==> config.mk <==
export PLATFORM = sky130hd
export DESIGN_NAME = sfm_spi_flash_master
export DESIGN_NICKNAME = d
export VERILOG_FILES = /design/src/rtl/sfm_pkg.sv /design/src/rtl/sfm_spi_flash_master.sv
export SDC_FILE = /design/constraint.sdc
export NUM_CORES = 1
export LEC_CHECK = 0
export ABC_AREA = 1
export BUFFER_PORTS_ARGS = -buffer_cell sky130_fd_sc_hd__buf_4
export CAP_MARGIN = 40
export CORE_MARGIN = 3
export CORE_UTILIZATION = 43
export DETAILED_ROUTE_END_ITERATION = 8
export PLACE_DENSITY = 0.77
export SYNTH_ARGS = -nofsm -noshare
export SYNTH_HDL_FRONTEND = slang
export SYNTH_SLANG_ARGS = --single-unit
==> constraint.sdc <==
create_clock -name mclk -period 2.29 [get_ports mclk]
set_input_delay 0.1145 -clock mclk [delete_from_list [all_inputs] [get_ports mclk]]
set_output_delay 0.1145 -clock mclk [all_outputs]
set_load 0.1 [all_outputs]
==> src/rtl/sfm_pkg.sv <==
// Constants shared by the serial flash master port
package sfm_pkg;

  // Register byte offsets
  localparam logic [15:0] EVENT_STATUS_OFS    = 16'h5020;
  localparam logic [15:0] CORE_SOFT_RESET_OFS = 16'h5040;
  localparam logic [15:0] SERIAL_CONTROL_OFS  = 16'h5060;
  localparam logic [15:0] SERIAL_STATUS_OFS   = 16'h5064;
  localparam logic [15:0] TRANSMIT_BYTE_OFS   = 16'h5068;
  localparam logic [15:0] RECEIVE_BYTE_OFS    = 16'h506C;
  localparam logic [15:0] FLASH_SELECT_OFS    = 16'h5070;

  // Soft reset key and length in clock cycles
  localparam logic [31:0] SOFT_RESET_KEY    = 32'h0000_000A;
  localparam logic [2:0]  SOFT_RESET_CYCLES = 3'h4;

  // Control field positions
  localparam int CTL_LOOPBACK   = 0;
  localparam int CTL_ENABLE     = 1;
  localparam int CTL_MASTER     = 2;
  localparam int CTL_CPOL       = 3;
  localparam int CTL_CPHA       = 4;
  localparam int CTL_TX_RESET   = 5;
  localparam int CTL_RX_RESET   = 6;
  localparam int CTL_MANUAL_SEL = 7;
  localparam int CTL_INHIBIT    = 8;
  localparam int CTL_LSB_FIRST  = 9;
  localparam int CTL_WIDTH      = 10;
  localparam logic [9:0] CTL_RESET = 10'h000;

  // Status field positions
  localparam int ST_RX_EMPTY  = 0;
  localparam int ST_RX_FULL   = 1;
  localparam int ST_TX_EMPTY  = 2;
  localparam int ST_TX_FULL   = 3;
  localparam int ST_MODE_FLT  = 4;
  localparam int ST_SLAVE_SEL = 5;
  localparam int ST_CLK_FMT   = 6;
  localparam int ST_SLAVE_ERR = 7;
  localparam int ST_ORDER_ERR = 8;

  // Event status field positions
  localparam int EV_MODE_FLT   = 0;
  localparam int EV_SLAVE_FLT  = 1;
  localparam int EV_TX_EMPTY   = 2;
  localparam int EV_RX_FULL    = 4;
  localparam int EV_RX_OVERRUN = 5;
  localparam int EV_SLAVE_SEL  = 7;
  localparam int EV_WIDTH      = 8;

  // Selection register reset: flash deselected
  localparam logic FLASH_SELECT_RESET = 1'b1;

  // Serial clock timing
  localparam int MCLK_HZ   = 125000000;
  localparam int SCK_HZ    = 31250000;
  localparam int CLK_RATIO = MCLK_HZ / (2 * SCK_HZ);
  localparam int BITS      = 8;

  typedef enum logic [1:0] {ST_IDLE, ST_LEAD, ST_SHIFT, ST_TAIL} sfm_state_t;

endpackage

==> src/rtl/sfm_spi_flash_master.sv <==
// Memory-mapped single-lane serial master for a configuration flash
`timescale 1ns/1ps

module sfm_spi_flash_master
  import sfm_pkg::*;
#(
  parameter int RATIO = sfm_pkg::CLK_RATIO,
  parameter int LANES = 1
)(
  input  wire logic        mclk,
  input  wire logic        rstn,
  input  wire logic [15:0] regAddr,
  input  wire logic        regWrEn,
  input  wire logic        regRdEn,
  input  wire logic [31:0] regWrData,
  output logic      [31:0] regRdData,
  output logic             regAck,
  output logic             regErr,
  output logic             sclkOut,
  output logic             sclkOe,
  output logic             mosiOut,
  output logic             mosiOe,
  input  wire logic        misoIn,
  output logic             selectOutN,
  output logic             selectOe,
  input  wire logic        selInN,
  output logic             modeFaultStrobe
);
  import sfm_pkg::*;

  localparam int DIV_W = (RATIO > 1) ? $clog2(RATIO) : 1;
  localparam logic [DIV_W-1:0] DIV_LAST = DIV_W'(RATIO - 1);

  logic [2:0]          srCnt;
  logic                coreRst;
  logic [9:0]          control;
  logic                flashSel;
  logic [7:0]          txData;
  logic                txFull;
  logic [7:0]          rxData;
  logic                rxFull;
  logic [7:0]          txShift;
  logic [7:0]          rxShift;
  logic                mosiReg;
  logic                sclkReg;
  sfm_state_t          state;
  logic [DIV_W-1:0]    divCnt;
  logic                tick;
  logic [3:0]          halfCnt;
  logic                loadPulse;
  logic                xferDone;
  logic                masterRun;
  logic                inBit;
  logic                leading;
  logic                sampleEdge;
  logic                shiftEdge;
  logic [EV_WIDTH-1:0] eventStatus;
  logic [EV_WIDTH-1:0] evSet;
  logic                modeFault;
  logic                selPrev;
  logic                selFall;
  logic                mfEvent;
  logic [8:0]          status;
  logic                wrHit;
  logic                rdHit;
  logic                rdStatus;
  logic                rdRx;
  logic                wrTx;
  logic                rxDrop;

  // Bit position of serial index k in the chosen order
  function automatic logic [2:0] bitPos(input logic [2:0] k,
                                        input logic lsb);
    bitPos = lsb ? k : 3'(7 - k);
  endfunction

  // Soft reset counter; only the power reset clears it
  always_ff @(posedge mclk)
  begin
    if (!rstn)
      srCnt <= 3'h0;
    else if (regWrEn && regAddr == CORE_SOFT_RESET_OFS
             && regWrData == SOFT_RESET_KEY)
      srCnt <= SOFT_RESET_CYCLES;
    else if (srCnt != 3'h0)
      srCnt <= srCnt - 3'h1;
  end

  assign coreRst = !rstn || (srCnt != 3'h0);

  // Access decode
  assign wrHit    = regWrEn && !coreRst;
  assign rdHit    = regRdEn && !coreRst;
  assign rdStatus = rdHit && regAddr == SERIAL_STATUS_OFS;
  assign rdRx     = rdHit && regAddr == RECEIVE_BYTE_OFS;
  assign wrTx     = wrHit && regAddr == TRANSMIT_BYTE_OFS && !txFull;

  // Control register; FIFO reset bits are not stored
  always_ff @(posedge mclk)
  begin
    if (coreRst)
      control <= CTL_RESET;
    else if (wrHit && regAddr == SERIAL_CONTROL_OFS)
    begin
      control <= regWrData[CTL_WIDTH-1:0];
      control[CTL_TX_RESET] <= 1'b0;
      control[CTL_RX_RESET] <= 1'b0;
    end
  end

  // Flash select register, active low
  always_ff @(posedge mclk)
  begin
    if (coreRst)
      flashSel <= FLASH_SELECT_RESET;
    else if (wrHit && regAddr == FLASH_SELECT_OFS)
      flashSel <= regWrData[0];
  end

  // Master may run only when enabled, master and not inhibited
  assign masterRun = control[CTL_ENABLE] && control[CTL_MASTER]
                     && !control[CTL_INHIBIT];
  assign loadPulse = (state == ST_IDLE) && masterRun && txFull;

  // Single transmit holding register
  always_ff @(posedge mclk)
  begin
    if (coreRst)
    begin
      txData <= 8'h00;
      txFull <= 1'b0;
    end
    else if (wrHit && regAddr == SERIAL_CONTROL_OFS
             && regWrData[CTL_TX_RESET])
      txFull <= 1'b0;
    else if (wrTx)
    begin
      txData <= regWrData[7:0];
      txFull <= 1'b1;
    end
    else if (loadPulse)
      txFull <= 1'b0;
  end

  // Drop newest byte while the old one is unread
  assign rxDrop = xferDone && rxFull && !rdRx;

  // Single receive register; a read in the same cycle makes room
  always_ff @(posedge mclk)
  begin
    if (coreRst)
    begin
      rxData <= 8'h00;
      rxFull <= 1'b0;
    end
    else if (wrHit && regAddr == SERIAL_CONTROL_OFS
             && regWrData[CTL_RX_RESET])
      rxFull <= 1'b0;
    else if (xferDone && !rxDrop)
    begin
      rxData <= rxShift;
      rxFull <= 1'b1;
    end
    else if (rdRx)
      rxFull <= 1'b0;
  end

  // Half period divider, runs only during a transfer
  always_ff @(posedge mclk)
  begin
    if (coreRst || state == ST_IDLE)
      divCnt <= '0;
    else if (divCnt == DIV_LAST)
      divCnt <= '0;
    else
      divCnt <= divCnt + DIV_W'(1);
  end

  assign tick = (state != ST_IDLE) && (divCnt == DIV_LAST);

  // Edge classification for the current half period
  assign leading    = !halfCnt[0];
  assign sampleEdge = control[CTL_CPHA] ? !leading : leading;
  assign shiftEdge  = control[CTL_CPHA] ? (leading && halfCnt != 4'h0)
                    : (!leading && halfCnt != 4'hF);
  assign inBit      = control[CTL_LOOPBACK] ? mosiReg : misoIn;
  assign xferDone   = (state == ST_TAIL) && tick;

  // Transfer engine; abort keeps hazards short if software misbehaves
  always_ff @(posedge mclk)
  begin
    if (coreRst)
    begin
      state   <= ST_IDLE;
      halfCnt <= 4'h0;
      sclkReg <= 1'b0;
      mosiReg <= 1'b0;
      txShift <= 8'h00;
      rxShift <= 8'h00;
    end
    else if (state != ST_IDLE && !masterRun)
    begin
      state   <= ST_IDLE;
      sclkReg <= control[CTL_CPOL];
    end
    else
    begin
      case (state)
        ST_IDLE:
        begin
          sclkReg <= control[CTL_CPOL];
          halfCnt <= 4'h0;
          if (loadPulse)
          begin
            txShift <= txData;
            mosiReg <= txData[bitPos(3'h0, control[CTL_LSB_FIRST])];
            state   <= ST_LEAD;
          end
        end
        ST_LEAD:
          if (tick)
            state <= ST_SHIFT;
        ST_SHIFT:
          if (tick)
          begin
            sclkReg <= !sclkReg;
            if (sampleEdge)
              rxShift[bitPos(halfCnt[3:1], control[CTL_LSB_FIRST])]
                <= inBit;
            if (shiftEdge && control[CTL_CPHA])
              mosiReg <= txShift[bitPos(halfCnt[3:1],
                                        control[CTL_LSB_FIRST])];
            else if (shiftEdge)
              mosiReg <= txShift[bitPos(3'(halfCnt[3:1] + 3'h1),
                                        control[CTL_LSB_FIRST])];
            halfCnt <= halfCnt + 4'h1;
            if (halfCnt == 4'hF)
              state <= ST_TAIL;
          end
        ST_TAIL:
          if (tick)
            state <= ST_IDLE;
        default:
          state <= ST_IDLE;
      endcase
    end
  end

  // Select input edge tracking
  always_ff @(posedge mclk)
  begin
    if (coreRst)
      selPrev <= 1'b1;
    else
      selPrev <= selInN;
  end

  assign selFall = selPrev && !selInN;
  assign mfEvent = selFall && control[CTL_MASTER];

  // Mode fault flag; new fault wins over the clearing read
  always_ff @(posedge mclk)
  begin
    if (coreRst)
      modeFault <= 1'b0;
    else
      modeFault <= (modeFault && !rdStatus) || mfEvent;
  end

  // One cycle strobe on the rising edge of the fault flag
  always_ff @(posedge mclk)
  begin
    if (coreRst)
      modeFaultStrobe <= 1'b0;
    else
      modeFaultStrobe <= mfEvent && !modeFault;
  end

  // Event sources; a mode fault is also reported in the status word, and on the modeFaultStrobe pin only while the fault flag is clear
  always_comb
  begin
    evSet                = '0;
    evSet[EV_MODE_FLT]   = mfEvent;
    evSet[EV_SLAVE_FLT]  = !selInN && !control[CTL_MASTER]
                           && !control[CTL_ENABLE];
    evSet[EV_TX_EMPTY]   = loadPulse;
    evSet[EV_RX_FULL]    = xferDone && !rxDrop;
    evSet[EV_RX_OVERRUN] = rxDrop;
    evSet[EV_SLAVE_SEL]  = selFall && !control[CTL_MASTER];
  end

  // Toggle on write; a new event wins over the toggle
  always_ff @(posedge mclk)
  begin
    if (coreRst)
      eventStatus <= '0;
    else if (wrHit && regAddr == EVENT_STATUS_OFS)
      eventStatus <= (eventStatus ^ regWrData[EV_WIDTH-1:0]) | evSet;
    else
      eventStatus <= eventStatus | evSet;
  end

  // Status word, all live except the mode fault flag
  always_comb
  begin
    status               = '0;
    status[ST_RX_EMPTY]  = !rxFull;
    status[ST_RX_FULL]   = rxFull;
    status[ST_TX_EMPTY]  = !txFull;
    status[ST_TX_FULL]   = txFull;
    status[ST_MODE_FLT]  = modeFault;
    status[ST_SLAVE_SEL] = !(!control[CTL_MASTER] && !selInN);
    status[ST_CLK_FMT]   = control[CTL_CPOL] ^ control[CTL_CPHA];
    status[ST_SLAVE_ERR] = (LANES > 1) && !control[CTL_MASTER];
    status[ST_ORDER_ERR] = (LANES > 1) && control[CTL_LSB_FIRST];
  end

  // Bus answer one cycle after the request; status writes are dropped
  always_ff @(posedge mclk)
  begin
    if (!rstn)
    begin
      regAck    <= 1'b0;
      regErr    <= 1'b0;
      regRdData <= 32'h0000_0000;
    end
    else
    begin
      regAck    <= regWrEn || regRdEn;
      regErr    <= 1'b0;
      regRdData <= 32'h0000_0000;
      if (regWrEn)
      begin
        case (regAddr)
          CORE_SOFT_RESET_OFS:
            regErr <= regWrData != SOFT_RESET_KEY;
          TRANSMIT_BYTE_OFS:
            regErr <= txFull;
          EVENT_STATUS_OFS, SERIAL_CONTROL_OFS, SERIAL_STATUS_OFS,
          RECEIVE_BYTE_OFS, FLASH_SELECT_OFS:
            regErr <= 1'b0;
          default:
            regErr <= 1'b1;
        endcase
      end
      else if (regRdEn)
      begin
        case (regAddr)
          EVENT_STATUS_OFS:
            regRdData <= {24'h000000, eventStatus};
          SERIAL_CONTROL_OFS:
            regRdData <= {22'h000000, control};
          SERIAL_STATUS_OFS:
            regRdData <= {23'h000000, status};
          RECEIVE_BYTE_OFS:
            regRdData <= {24'h000000, rxData};
          FLASH_SELECT_OFS:
            regRdData <= {31'h00000000, flashSel};
          CORE_SOFT_RESET_OFS, TRANSMIT_BYTE_OFS:
            regRdData <= 32'h0000_0000;
          default:
            regErr <= 1'b1;
        endcase
      end
    end
  end

  // Pin drive; outputs float unless an enabled master
  assign sclkOe  = control[CTL_ENABLE] && control[CTL_MASTER];
  assign mosiOe  = sclkOe;
  assign selectOe = sclkOe;
  assign sclkOut = sclkReg;
  assign mosiOut = mosiReg;
  // Manual select follows register; automatic asserts during a transfer
  assign selectOutN = control[CTL_MANUAL_SEL] ? flashSel
                      : (state == ST_IDLE);

endmodule

==> impl_summary.md, run 1 <==
Power and ir drop
Summed over all cells, the static leakage comes to 2.290 nW. The total power after layout is 3.327 mW. The worst-case IR drop observed on VDD is 325.8 uV. In this run the power density over the cells is 632.0 nW/um^2.

STA
Setup repair after global routing left no endpoint under its margin. The transition time at the pin with the least slew margin is 0.5356 ns. Across the routed clock network, the largest skew measured is 0.005813 ns.

The worst relative slew slack is 63.96%. The number of slew-limit violations in the final report is 0. The post-layout worst setup margin is 0.2083 ns.

The peak clock frequency supported by timing is 0.4804 GHz. For the finished layout, the period the worst path requires is 2.082 ns. Setup violations remaining at the end of the flow were counted as 0. The accumulated negative setup slack is 0 ns.

The worst hold slack is 0.004373 ns. The final hold violation count was 0. The final period utilization is 90.90%.

Yosys
The synthesized netlist occupies a cell area of 4488 um^2. The area share of the largest cell type after synthesis is 34.79%. Of all cell types, the one taking the most synthesized area is dfxtp_1. The register bit count reported by yosys is 78. Ranked by instance count, the synthesized netlist is headed by nand2_1 (121), inv_1 (85), dfxtp_1 (78). The cell with the most instances after synthesis is nand2_1. By area the synthesized netlist is led by dfxtp_1 (35%), nand2_1 (10%), inv_1 (7.1%), nand3_1 (6.2%), a21oi_1 (5.5%). The post-synthesis sequential area ratio is 34.79%.

Yosys mapped a number of flops with a built-in enable equal to 0. The fraction of synthesis flops using an asynchronous set or reset pin is 0%. For this run, the leading register cell type out of synthesis is dfxtp_1. The count of synthesis-stage warnings from yosys is 0. In this run the mean area of a mapped cell was 7.068 um^2. Synthesis produced 635 cells. The count of unique library cells instantiated by Yosys is 45.

Clock tree
For the worst-skew pair, the clock arrives at the later sink with an insertion delay of 0.35 ns. The CTS buffer count is 9. In this run the number of H-tree levels came out at 3. Clock-pin slew was measured on the worst setup and hold paths at 0.08 ns. The root buffer cell chosen for the clock tree is clkbuf_8. The total clock sinks is 78. No sink is reached through more buffers than the 2 on the longest clock path. In this run, post-CTS hold repair placed 0 buffers. The TritonCTS clock tree is done.

Worst setup path
The slack of the worst reg-to-reg path is 0.21 ns. The startpoint of the worst-slack reg-to-reg timing path is state[0]$_SDFFE_PP0P_. STA classifies the critical path endpoint as a flip-flop. The worst reg2reg path depth is 8. Of all nets on the critical path, the largest fanout is 8.

The endpoint of the lowest-slack register-to-register path is rxShift[5]$_SDFFE_PP0P_. The launch point of the critical path is state[0]$_SDFFE_PP0P_. In this run the worst setup path terminates at rxShift[5]$_SDFFE_PP0P_. The required time of the critical path is 2.52 ns. The class of the most critical setup path is reg2reg.

The arrival time reported for the critical path endpoint is 2.31 ns. The startpoint class of the critical path is a flip-flop.

Placement
During placement, the flow inserted port buffers numbering 72. The routability congestion estimate from global placement is 0.9260. Once detailed placement completed, the half-perimeter wirelength came to 9014 um.

Timing analysis after detailed placement gives a worst setup slack of 0.2032 ns.

Global routing
The pin count of the biggest net entering global routing is 20. The number of antenna violations at the first check in global routing is 0. The global routing usage summed across all routing layers is 20.14%. The via count of the first global-routing pass was 3,972. The overflow left after global routing is 0. The first-pass GRT wire length is 18,710 um.

Finish
The total inserted antenna cells is 0. Compared with the post-synthesis result, the final layout area differs by 17.31%. The fraction of layout instances using a drive strength above 1 is 19.86%. The core occupancy in the finished layout is 52.89%. Fill cells in the final layout number 953. The final layout contains 769 nets.

Drt
The iteration-0 DRC count of the detailed router is 303. In the final routed layout, each cell accounts on average for 13.92 um. In the routed design, unresolved DRC markers number 0. The first detailed-routing pass took 5 iterations. Using the TritonRoute via totals, the vias-per-cell ratio works out to 5.158. The routed layout has 4,348 vias.

In this run the remaining antenna-violating nets after routing total 0. The final wirelength is 11,730 um.

Die
The die area is 11,700 um^2. For this configuration, the core starts out at a cell density of 45.09%. The placeable core area is 9955 um^2. During I/O placement, the number of pins put on the boundary was 95. The height of the die is 108.2 um. The die outline width is 108.2 um.

The number of standard-cell rows in the floorplan is 36.

Min path
In this run the most critical hold path is launched from regWrData[5]. The path class of the tightest hold or removal check is in2reg.

Flow run
Max-cap violations in this run came to 0.

Status
The flow ran to the end, and the final reports show no timing, DRC or antenna violations.
==> per-layer routing <==
layer | up-vias | global-route usage (%) | routed length [um]
met5 | - | 0 | 0
met4 | 0 | 5.771 | 131
met3 | 12 | 3.104 | 796
met2 | 159 | 34.68 | 5755
met1 | 2016 | 26.16 | 5049
li1 | 2161 | - | -
==> sequential cells by signal (all words and copies together) (netlist names) <==
register         flops
regErr               1
state                2
mosiOut              1
selPrev              1
divCnt               1
rxShift              8
halfCnt              4
eventStatus          8
txFull               1
flashSel             1
regAck               1
txShift              8
modeFault            1
control              8
modeFaultStrobe      1
rxData               8
regRdData           10
rxFull               1
sclkOut              1
srCnt                3
txData               8
==> how the worst min path moves through the flow <==
stage	endpoint	slack, ns	cells past startpoint
finish	txFull$_SDFFE_PP0P_	0.004	2
global route	txFull$_SDFFE_PP0P_	0.01	2
CTS	txFull$_SDFFE_PP0P_	0.003	2
detailed placement	txFull$_SDFFE_PP0P_	0.37	2
global placement	txFull$_SDFFE_PP0P_	0.37	2
floorplan	txFull$_SDFFE_PP0P_	0.23	1
==> layout make-up <==
class	instances	area, um^2	area share (%)
tap	133	166.4	3.161
inverter	93	354.1	6.725
clock buffer	12	145.1	2.757
sequential	78	1562	29.66
clock inverter	4	70.07	1.331
timing repair buffer	78	585.6	11.12
multi-input combinational	445	2382	45.25
==> cells in the final DEF (no fill, tap or decap), types with 6 or more instances in the layout <==
cell type,Yosys,routed
buf_4,24,78
nor3_1,7,7
inv_1,85,85
clkbuf_8,0,10
o21ai_1,8,10
nand2_1,121,121
o21ai_0,35,33
nor2_1,55,54
nand3_1,56,56
a21oi_1,49,49
a21oi_2,6,6
conb_1,1,22
nand4_1,16,16
dfxtp_1,78,78
inv_2,6,6
ha_1,10,9
nor2_2,5,6
==> stage by stage <==
step | instance area, um^2 | instances
final | 5265 | 843
after global routing | 5265 | 843
after CTS | 5253 | 842
after detailed placement | 5037 | 826
after global placement | 5037 | 826
after floorplan | 4567 | 656
==> report_power, final <==
part / internal, mW / leakage, nW / switching [mW]
sequential: 1.39 / 0.630 / 0.0215
combinational: 0.210 / 1.55 / 0.550
clock: 0.642 / 0.110 / 0.509
total: 2.25 / 2.29 / 1.08
==> kinds of logic after synthesis <==
logic type	count (synthesis)	share of synthesized area (%)
fa+ha+maj	10	2.788
buf+inv	133	13.99
other cells	1	0.08356
simple gates	293	33.15
xor+xnor	6	1.171
compound gates	114	14.02
flops	78	34.79
==> timing repair <==
item,CTS,global route
endpoints found under the setup margin,0,10
buffers inserted,0,1
resized for setup,0,3
==> worst max-delay path, stage by stage, from the launching register on <==
cell	delay, ns
dfxtp_1	0.37
inv_1	0.09
ha_1	0.29
nor2_1	0.17
inv_1	0.12
nor3_4	0.35
nand3_1	0.18
o21ai_0	0.30
a21oi_1	0.09
Power figures use the tool's default switching activity.
==> inputs of run 2 (changes only) <==
ABC_AREA = 0   (was 1)
GPL_TIMING_DRIVEN = 0   (was default)
PLACE_DENSITY = 0.78   (was 0.77)
TNS_END_PERCENT = 10   (was default)
==> run 2 against run 1 <==
Final cell count down 8.9%. Fmax down 4.9%. Count of clock-buffer cells in the layout down 2. Flip-flop and latch count unchanged. Synthesized cell count down 18%. Global-route usage up 0.072 points.
==> impl_summary.md, run 2 <==
Worst setup path
The element type at the critical path end is a flip-flop. Together, buffers and inverters on the worst path number 2. Grouping stages by cell kind, the critical path spends the most delay in simple AND/OR/NAND/NOR gates. The critical path goes through inv_1 > ha_1 > ha_1 > buf_2 > and2_1 > nand2_1 > nor4_2 > a21boi_0 > o31a_1. The arrival time reported for the critical path endpoint is 2.45 ns. The startpoint identified for the worst register-to-register timing path is srCnt[0]$_SDFFE_PP0P_.

The slack of the worst reg-to-reg path is 0.10 ns. The worst register-to-register path ends at eventStatus[4]$_SDFF_PP0_. In this design, the critical path's most frequently occurring cell is ha_1. The class of the most critical setup path is reg2reg. The startpoint class of the critical path is a flip-flop. On the critical path, the stage with the largest delay is an instance of nor4_2. The worst reg2reg path depth is 9.

In this run the worst path has a maximum fanout of 7. The required time of the critical path is 2.55 ns. For this run, the slowest stage of the critical path takes 0.42 ns.

Placement
The placed cell count is 745. Routability-driven placement finished with a final weighted congestion of 0.9512. Prior to clock tree synthesis, the placed netlist has a worst setup slack of -0.3256 ns. The post-detailed-placement half-perimeter wirelength is 8842 um. The count of input and output buffers is 70.

Yosys
The post-synthesis share of cell area spent on full adders, half adders and majority gates is 2.889%. The count of synthesis-stage warnings from yosys is 0. The fraction of synthesis flops using an asynchronous set or reset pin is 0%. The area share of the largest cell type after synthesis is 36.05%. The area of the mapped netlist is 4332 um^2. After synthesis the netlist holds a flip-flop and latch count of 78. The synthesized-area fraction occupied by ao, oa, aoi and oai cells is 12.48%. The count of unique library cells instantiated by Yosys is 62.

After Yosys synthesis, and, or, nand and nor cells account for 26.34% of the synthesized area. The share of the Yosys chip area taken by registers is 36.05%. The number of cells produced by synthesis is 521. The synthesized design contains 0 enable-type register cells.

The mean cell area of the mapped netlist is 8.314 um^2. The share of the synthesized netlist area taken by xor and xnor gates is 1.618%. The combinational family with the most area after synthesis is simple AND/OR/NAND/NOR gates.

After synthesis, the cell types taking the most area are dfxtp_1 (36%), mux2i_1 (9.9%), nand2_1 (6.6%), buf_4 (4.5%), nor2_1 (3.6%). The cell with the most instances after synthesis is dfxtp_1. Among all flip-flop cells after synthesis, the most frequent one is dfxtp_1. Of all cell types, the one taking the most synthesized area is dfxtp_1. The share of cell area taken by muxes after synthesis is 11.76%. In the synthesized netlist, the cells that appear most often are dfxtp_1 (78), nand2_1 (76), mux2i_1 (43).

Global routing
The global routing usage summed across all routing layers is 20.22%. The first global-routing pass estimated 18,440 um of wire. The via count of the first global-routing pass is 3,817. The pin count of the biggest net entering global routing is 15. Global routing finished with a remaining overflow of 0.

The number of antenna violations at the first check in global routing is 0.

STA
At the pin with the least slew margin, the transition time is 0.7546 ns. After layout, the worst setup slack is 0.1002 ns. Subtracting the final worst setup slack from the clock period gives 2.190 ns.

The worst path uses 95.62% of the clock period. The post-route clock skew is 0.01113 ns. The worst relative slew slack is 49.31%.

Setup repair after global routing could not meet its margin everywhere. The accumulated negative setup slack is 0 ns. The final setup violation count is 0. The final hold violation count came to 0. The number of slew-limit violations in the final report came to 0. The peak clock frequency supported by timing is 0.4567 GHz.

Power and ir drop
In this run the power density over the cells is 597.3 nW/um^2. The peak supply drop is 355.4 uV. The analysis attributes to cell leakage a power of 2.344 nW.

Min path
The end point of the most critical hold path is control[4]$_SDFFE_PP0N_. The instance count along the most critical hold path is 3. The path class of the tightest hold or removal check is in2reg. The start point of the worst min-delay path is regWrData[4].

Drt
The routed layout has 4,107 vias. The residual antenna-violating net count after detailed routing is 0. The final wirelength is 11,660 um. The first detailed-routing pass ran for 5 iterations. In the routed layout, each cell is associated on average with a via count of 5.348. After the first detailed-routing iteration, the DRC count stood at 319.

The post-route DRC violation count is 0. The average wire length per cell after detail routing is 15.18 um.

Finish
The register with the most flip-flops is regRdData. Summing all multi-input logic gate instances after layout gives 2484 um^2. The total inserted antenna cells is 0. The count of non-filler cells in the finished layout is 768. The area taken by flip-flops and latches is 1562 um^2. The area overhead of the layout relative to synthesis is 25.16%. Leaving out fill and tap cells, the most frequent cells in the layout are buf_4 (99), dfxtp_1 (78), nand2_1 (76). In the final design database the tool counted 694 nets.

The most frequent standard cell in the layout excluding fill and tap cells is buf_4. The fill cell instance count of the final layout is 899. Of the cells placed in the final design, the portion with a size suffix greater than 1 is 22.05%. The register with the most flip-flops in the layout has 10 of them.

Status
The run finished with clean final reports.

Clock tree
TritonCTS built the clock tree. The CTS buffer count is 9. The largest buffer count on any clock path is 2. The library cell used as clock root buffer is clkbuf_8. After clock tree synthesis, the clock-pin slew on the worst setup and hold paths is 0.09 ns. The clock net in this run drives a total of 78 sinks.

For the worst-skew pair, the clock arrives at the later sink with an insertion delay of 0.36 ns. The H-tree was split into 3 levels.

Die
The die area is 11,310 um^2. The count of boundary I/O pins is 95. The die is 106.4 um tall.

The initialized floorplan defines 36 standard-cell rows. In this run the standard cell core region covers 9774 um^2. The die outline width is 106.4 um.

The initial utilization of the core area, before any placement, comes to 44.32%.

Flow run
The number of max-cap violations is 0.
run 2: stage by stage:
stage	hold WS [ns]	cell area [um^2]	total power, mW	utilization, %
after global placement	0.3238	5102	2.058	52.20
after floorplan	0.2111	4410	1.889	-
final	0.02125	5421	3.238	55.47
after CTS	0.006225	5390	3.242	55.15
after global routing	0.01753	5421	3.377	55.47
after detailed placement	0.3308	5102	2.071	52.20
run 2: final cells by class:
type / count / area share, %
flip-flops and latches: 78 / 28.80
plain buffers: 53 / 5.816
clock inverters: 6 / 1.731
repair buffers: 77 / 10.85
well taps: 133 / 3.069
inverters: 20 / 1.385
clock buffers: 10 / 2.539
multi-input cells: 391 / 45.81
run 2: worst max path at each step:
stage,from,to,slack (ns),cells past startpoint
finish,srCnt[0]$_SDFFE_PP0P_,eventStatus[4]$_SDFF_PP0_,0.10,9
floorplan,state[0]$_SDFFE_PP0P_,selectOutN,0.07,4
global route,srCnt[0]$_SDFFE_PP0P_,eventStatus[4]$_SDFF_PP0_,-0.02,9
CTS,srCnt[0]$_SDFFE_PP0P_,eventStatus[4]$_SDFF_PP0_,0.007,9
detailed placement,srCnt[0]$_SDFFE_PP0P_,control[7]$_SDFFE_PP0N_,-0.33,9
global placement,srCnt[0]$_SDFFE_PP0P_,control[8]$_SDFFE_PP0N_,-0.21,9
run 2: worst register-to-register path: stages, from the launching register on:
cell,delay [ns]
dfxtp_1,0.33
inv_1,0.05
ha_1,0.16
ha_1,0.14
buf_2,0.17
and2_1,0.27
nand2_1,0.16
nor4_2,0.42
a21boi_0,0.16
o31a_1,0.25
run 2: power by group:
group	internal (mW)	switching (mW)	leakage, nW
clock	0.651	0.530	0.113
sequential	1.38	0.0161	0.630
combinational	0.196	0.461	1.60
run 2: per-layer routing:
metal	vias to the layer above	GRT usage [%]	share of wire, %
met5	-	0	0
met4	0	7.031	2.1
met3	23	3.825	6.9
met2	158	34.07	49
met1	1907	25.82	42
li1	2019	-	-
run 2: cell families after synthesis:
| logic type | after synthesis |
|---|---|
| DFF | 78 |
| muxes | 48 |
| buffers and inverters | 73 |
| adders and majority gates | 10 |
| and+or+nand+nor | 219 |
| other | 1 |
| AOI/OAI and AO/OA | 84 |
| xor gates and xnor gates | 8 |
run 2: timing repair:
item | 4_1_cts | 5_1_grt
hold buffers | 4 | 0
buffers inserted | 0 | 3
resized for setup | 4 | 4
setup endpoints to repair | 11 | 13
endpoints found under the hold margin | 4 | 0
pin swaps | 1 | 1
==> inputs of run 3 (changes only) <==
PLACE_DENSITY = 0.68   (was 0.78)
==> run 3 against run 2 <==
Final cell count decreased by 0.13%. Via count decreased by 2.1%. Setup slack gained 0.026 ns. Core utilization grew 0.24 points. Sequential share of layout area is 0.13 points lower. Cell area is 0.44% higher. Clock power grew 7%. Clock skew fell by 0.00092 ns. Fmax is 1.2% higher. Flip-flop and latch count unchanged. Register-to-register slack better by 0.03 ns. Wire length shrank 0.26%. Critical endpoint is now mosiOut$_SDFFE_PP0P_.
==> impl_summary.md, run 3 (synthesized netlist as in run 2, its figures left out) <==
Die
The count of boundary I/O pins is 95. In this run the horizontal extent of the chip is 106.4 um. After floorplanning, the core was divided into 36 placement rows. The die covers 11,310 um^2. The core region is 9774 um^2. The height of the die is 106.4 um. The starting density of the core is 44.32%.

Min path
The end point of the most critical hold path is control[7]$_SDFFE_PP0N_. The instance count along the most critical hold path is 3. The type of the worst min-delay path is in2reg. The worst hold path begins at regWrData[7].

Clock tree
The level count of the clock H-tree is 3. After clock tree synthesis, the clock-pin slew on the worst setup and hold paths is 0.09 ns. The largest buffer count on any clock path is 2. Clock tree synthesis selected as its root buffer the cell clkbuf_8. For the worst-skew pair, the clock arrives at the later sink with an insertion delay of 0.35 ns. TritonCTS built the clock tree. Clock tree synthesis found a total of 78 sinks.

The CTS buffer count is 9.

STA
Setup repair after global routing could not meet its margin everywhere. The worst path needs 2.164 ns of the cycle, external delays included. The final setup violation count is 0. Derived from the worst setup path, the maximum achievable clock frequency is 0.4621 GHz.

The transition time at the pin with the least slew margin is 0.8221 ns. In the finished design, the share of the clock period the worst path needs comes to 94.51%. The number of slew-limit violations in the final report is 0.

On the final layout, the worst hold slack is 0.008713 ns. Between clock sinks in the finished design, the worst skew comes to 0.01022 ns. The worst relative slew slack is 44.77%.

After routing, the total negative slack on setup checks comes to 0 ns. The final hold violation count is 0.

Drt
In the routed design, unresolved DRC markers number 0. The routed via count divided by cell count is 5.241. After detailed routing, the average wire length per cell comes to 15.16 um.

The first detailed-routing pass ran for 5 iterations. The detailed router finished its first iteration with 271 violations. The total via count in the routed design is 4,020. The residual antenna-violating net count after detailed routing is 0.

The routed design has 11,630 um of wire.

Finish
Summing all flip-flop and latch instances after layout gives 1562 um^2. The fraction of layout instances using a drive strength above 1 is 22.24%. The register with the most flip-flops in the layout has 10 of them. After routing the design area is 5445 um^2. The core occupancy in the finished layout is 55.71%.

The fill cell instance count of the final layout is 918. The total inserted antenna cells is 0. The register with the most flip-flops is regRdData. The area overhead of the layout relative to synthesis is 25.71%. Leaving out fill and tap cells, the most frequent cell in the layout is buf_4. The number of nets in the finished design is 693. In the layout the commonest cells are buf_4 (98), dfxtp_1 (78), nand2_1 (76). The multi-input combinational cell area is 2499 um^2.

Worst setup path
The worst-path maximum fanout is 10. The startpoint class of the critical path is a flip-flop. At the worst endpoint, the required time is 2.59 ns. The arrival time reported for the critical path endpoint is 2.47 ns. The launch point of the critical path is halfCnt[1]$_SDFFE_PP0P_. The startpoint identified for the worst register-to-register timing path is halfCnt[1]$_SDFFE_PP0P_.

The worst reg2reg path depth is 9. The class of the most critical setup path is reg2reg. The worst register-to-register path has a setup slack of 0.13 ns. The worst register-to-register path ends at mosiOut$_SDFFE_PP0P_. STA classifies the critical path endpoint as a flip-flop.

Power and ir drop
In this run the static leakage power is 2.357 nW. The worst-case IR drop observed on VDD is 622.6 uV. The power density over the cells is 610.9 nW/um^2. The total power after layout is 3.326 mW.

Global routing
The number of antenna violations at the first check in global routing is 0. Across every metal layer, demand over resource in global routing totals 21.19%. Entering global routing, the biggest net connects 15 pins. The first global-routing pass estimated 19,000 um of wire. The overflow left after global routing is 0.

The via count of the first global-routing pass is 3,805.

Placement
Summing all placed instances gives a cell area of 5102 um^2. The routability congestion estimate from global placement is 0.8859. The count of input and output buffers is 70.

The post-detailed-placement half-perimeter wirelength is 8911 um.

Status
The flow ran to the end, and the final reports show no timing, DRC or antenna violations.

Flow run
The number of max-cap violations is 0.
[run 3: final cells by class]
| class | instances | share of cell area (%) |
|---|---|---|
| plain buffers | 53 | 5.836 |
| clock buffers | 9 | 2.275 |
| clock inverters | 7 | 2.229 |
| inverters | 20 | 1.379 |
| multi-input cells | 391 | 45.89 |
| flip-flops and latches | 78 | 28.68 |
| well taps | 133 | 3.056 |
| repair buffers | 76 | 10.66 |
[run 3: worst max-delay path by stage]
stage | endpoint | slack [ns] | cells past startpoint
finish | mosiOut$_SDFFE_PP0P_ | 0.13 | 9
global route | mosiOut$_SDFFE_PP0P_ | -0.05 | 9
CTS | control[7]$_SDFFE_PP0N_ | 0.03 | 9
detailed placement | control[7]$_SDFFE_PP0N_ | -0.28 | 9
global placement | control[8]$_SDFFE_PP0N_ | -0.24 | 9
floorplan | selectOutN | 0.07 | 4
[run 3: what timing repair did]
action	CTS	global route
endpoints found under the setup margin	12	30
pin swaps	1	1
endpoints found under the hold margin	4	0
cloned	0	0
hold buffers	4	0
resized for setup	4	8
setup buffers	0	2
[run 3: critical path, stage by stage, from the launching register on]
cell      delay (ns)
dfxtp_1         0.37
clkbuf_1        0.27
buf_2           0.31
inv_1           0.15
ha_1            0.20
nor3b_1         0.16
nor2_1          0.17
inv_1           0.06
a221oi_1        0.25
o31a_1          0.18
[run 3: per-layer routing]
metal / track usage, % / vias up / wire length, um
met5: 0 / - / 0
met1: 27.74 / 1829 / 5003
met3: 4.614 / 19 / 815
met2: 34.89 / 151 / 5579
met4: 6.475 / 0 / 227
li1: - / 2021 / -
[run 3: metrics by stage]
stage,setup slack (ns),cells
after detailed placement,-0.2755,745
after floorplan,0.06532,542
after CTS,0.03004,765
final,0.1258,767
after global placement,-0.2394,745
after global routing,-0.05371,767
[run 3: where the power goes]
| group | internal, mW | switching [mW] | total, mW | leakage, nW |
|---|---|---|---|---|
| clock | 0.729 | 0.526 | 1.26 | 0.124 |
| sequential | 1.38 | 0.0167 | 1.40 | 0.630 |
| combinational | 0.204 | 0.465 | 0.669 | 1.60 |
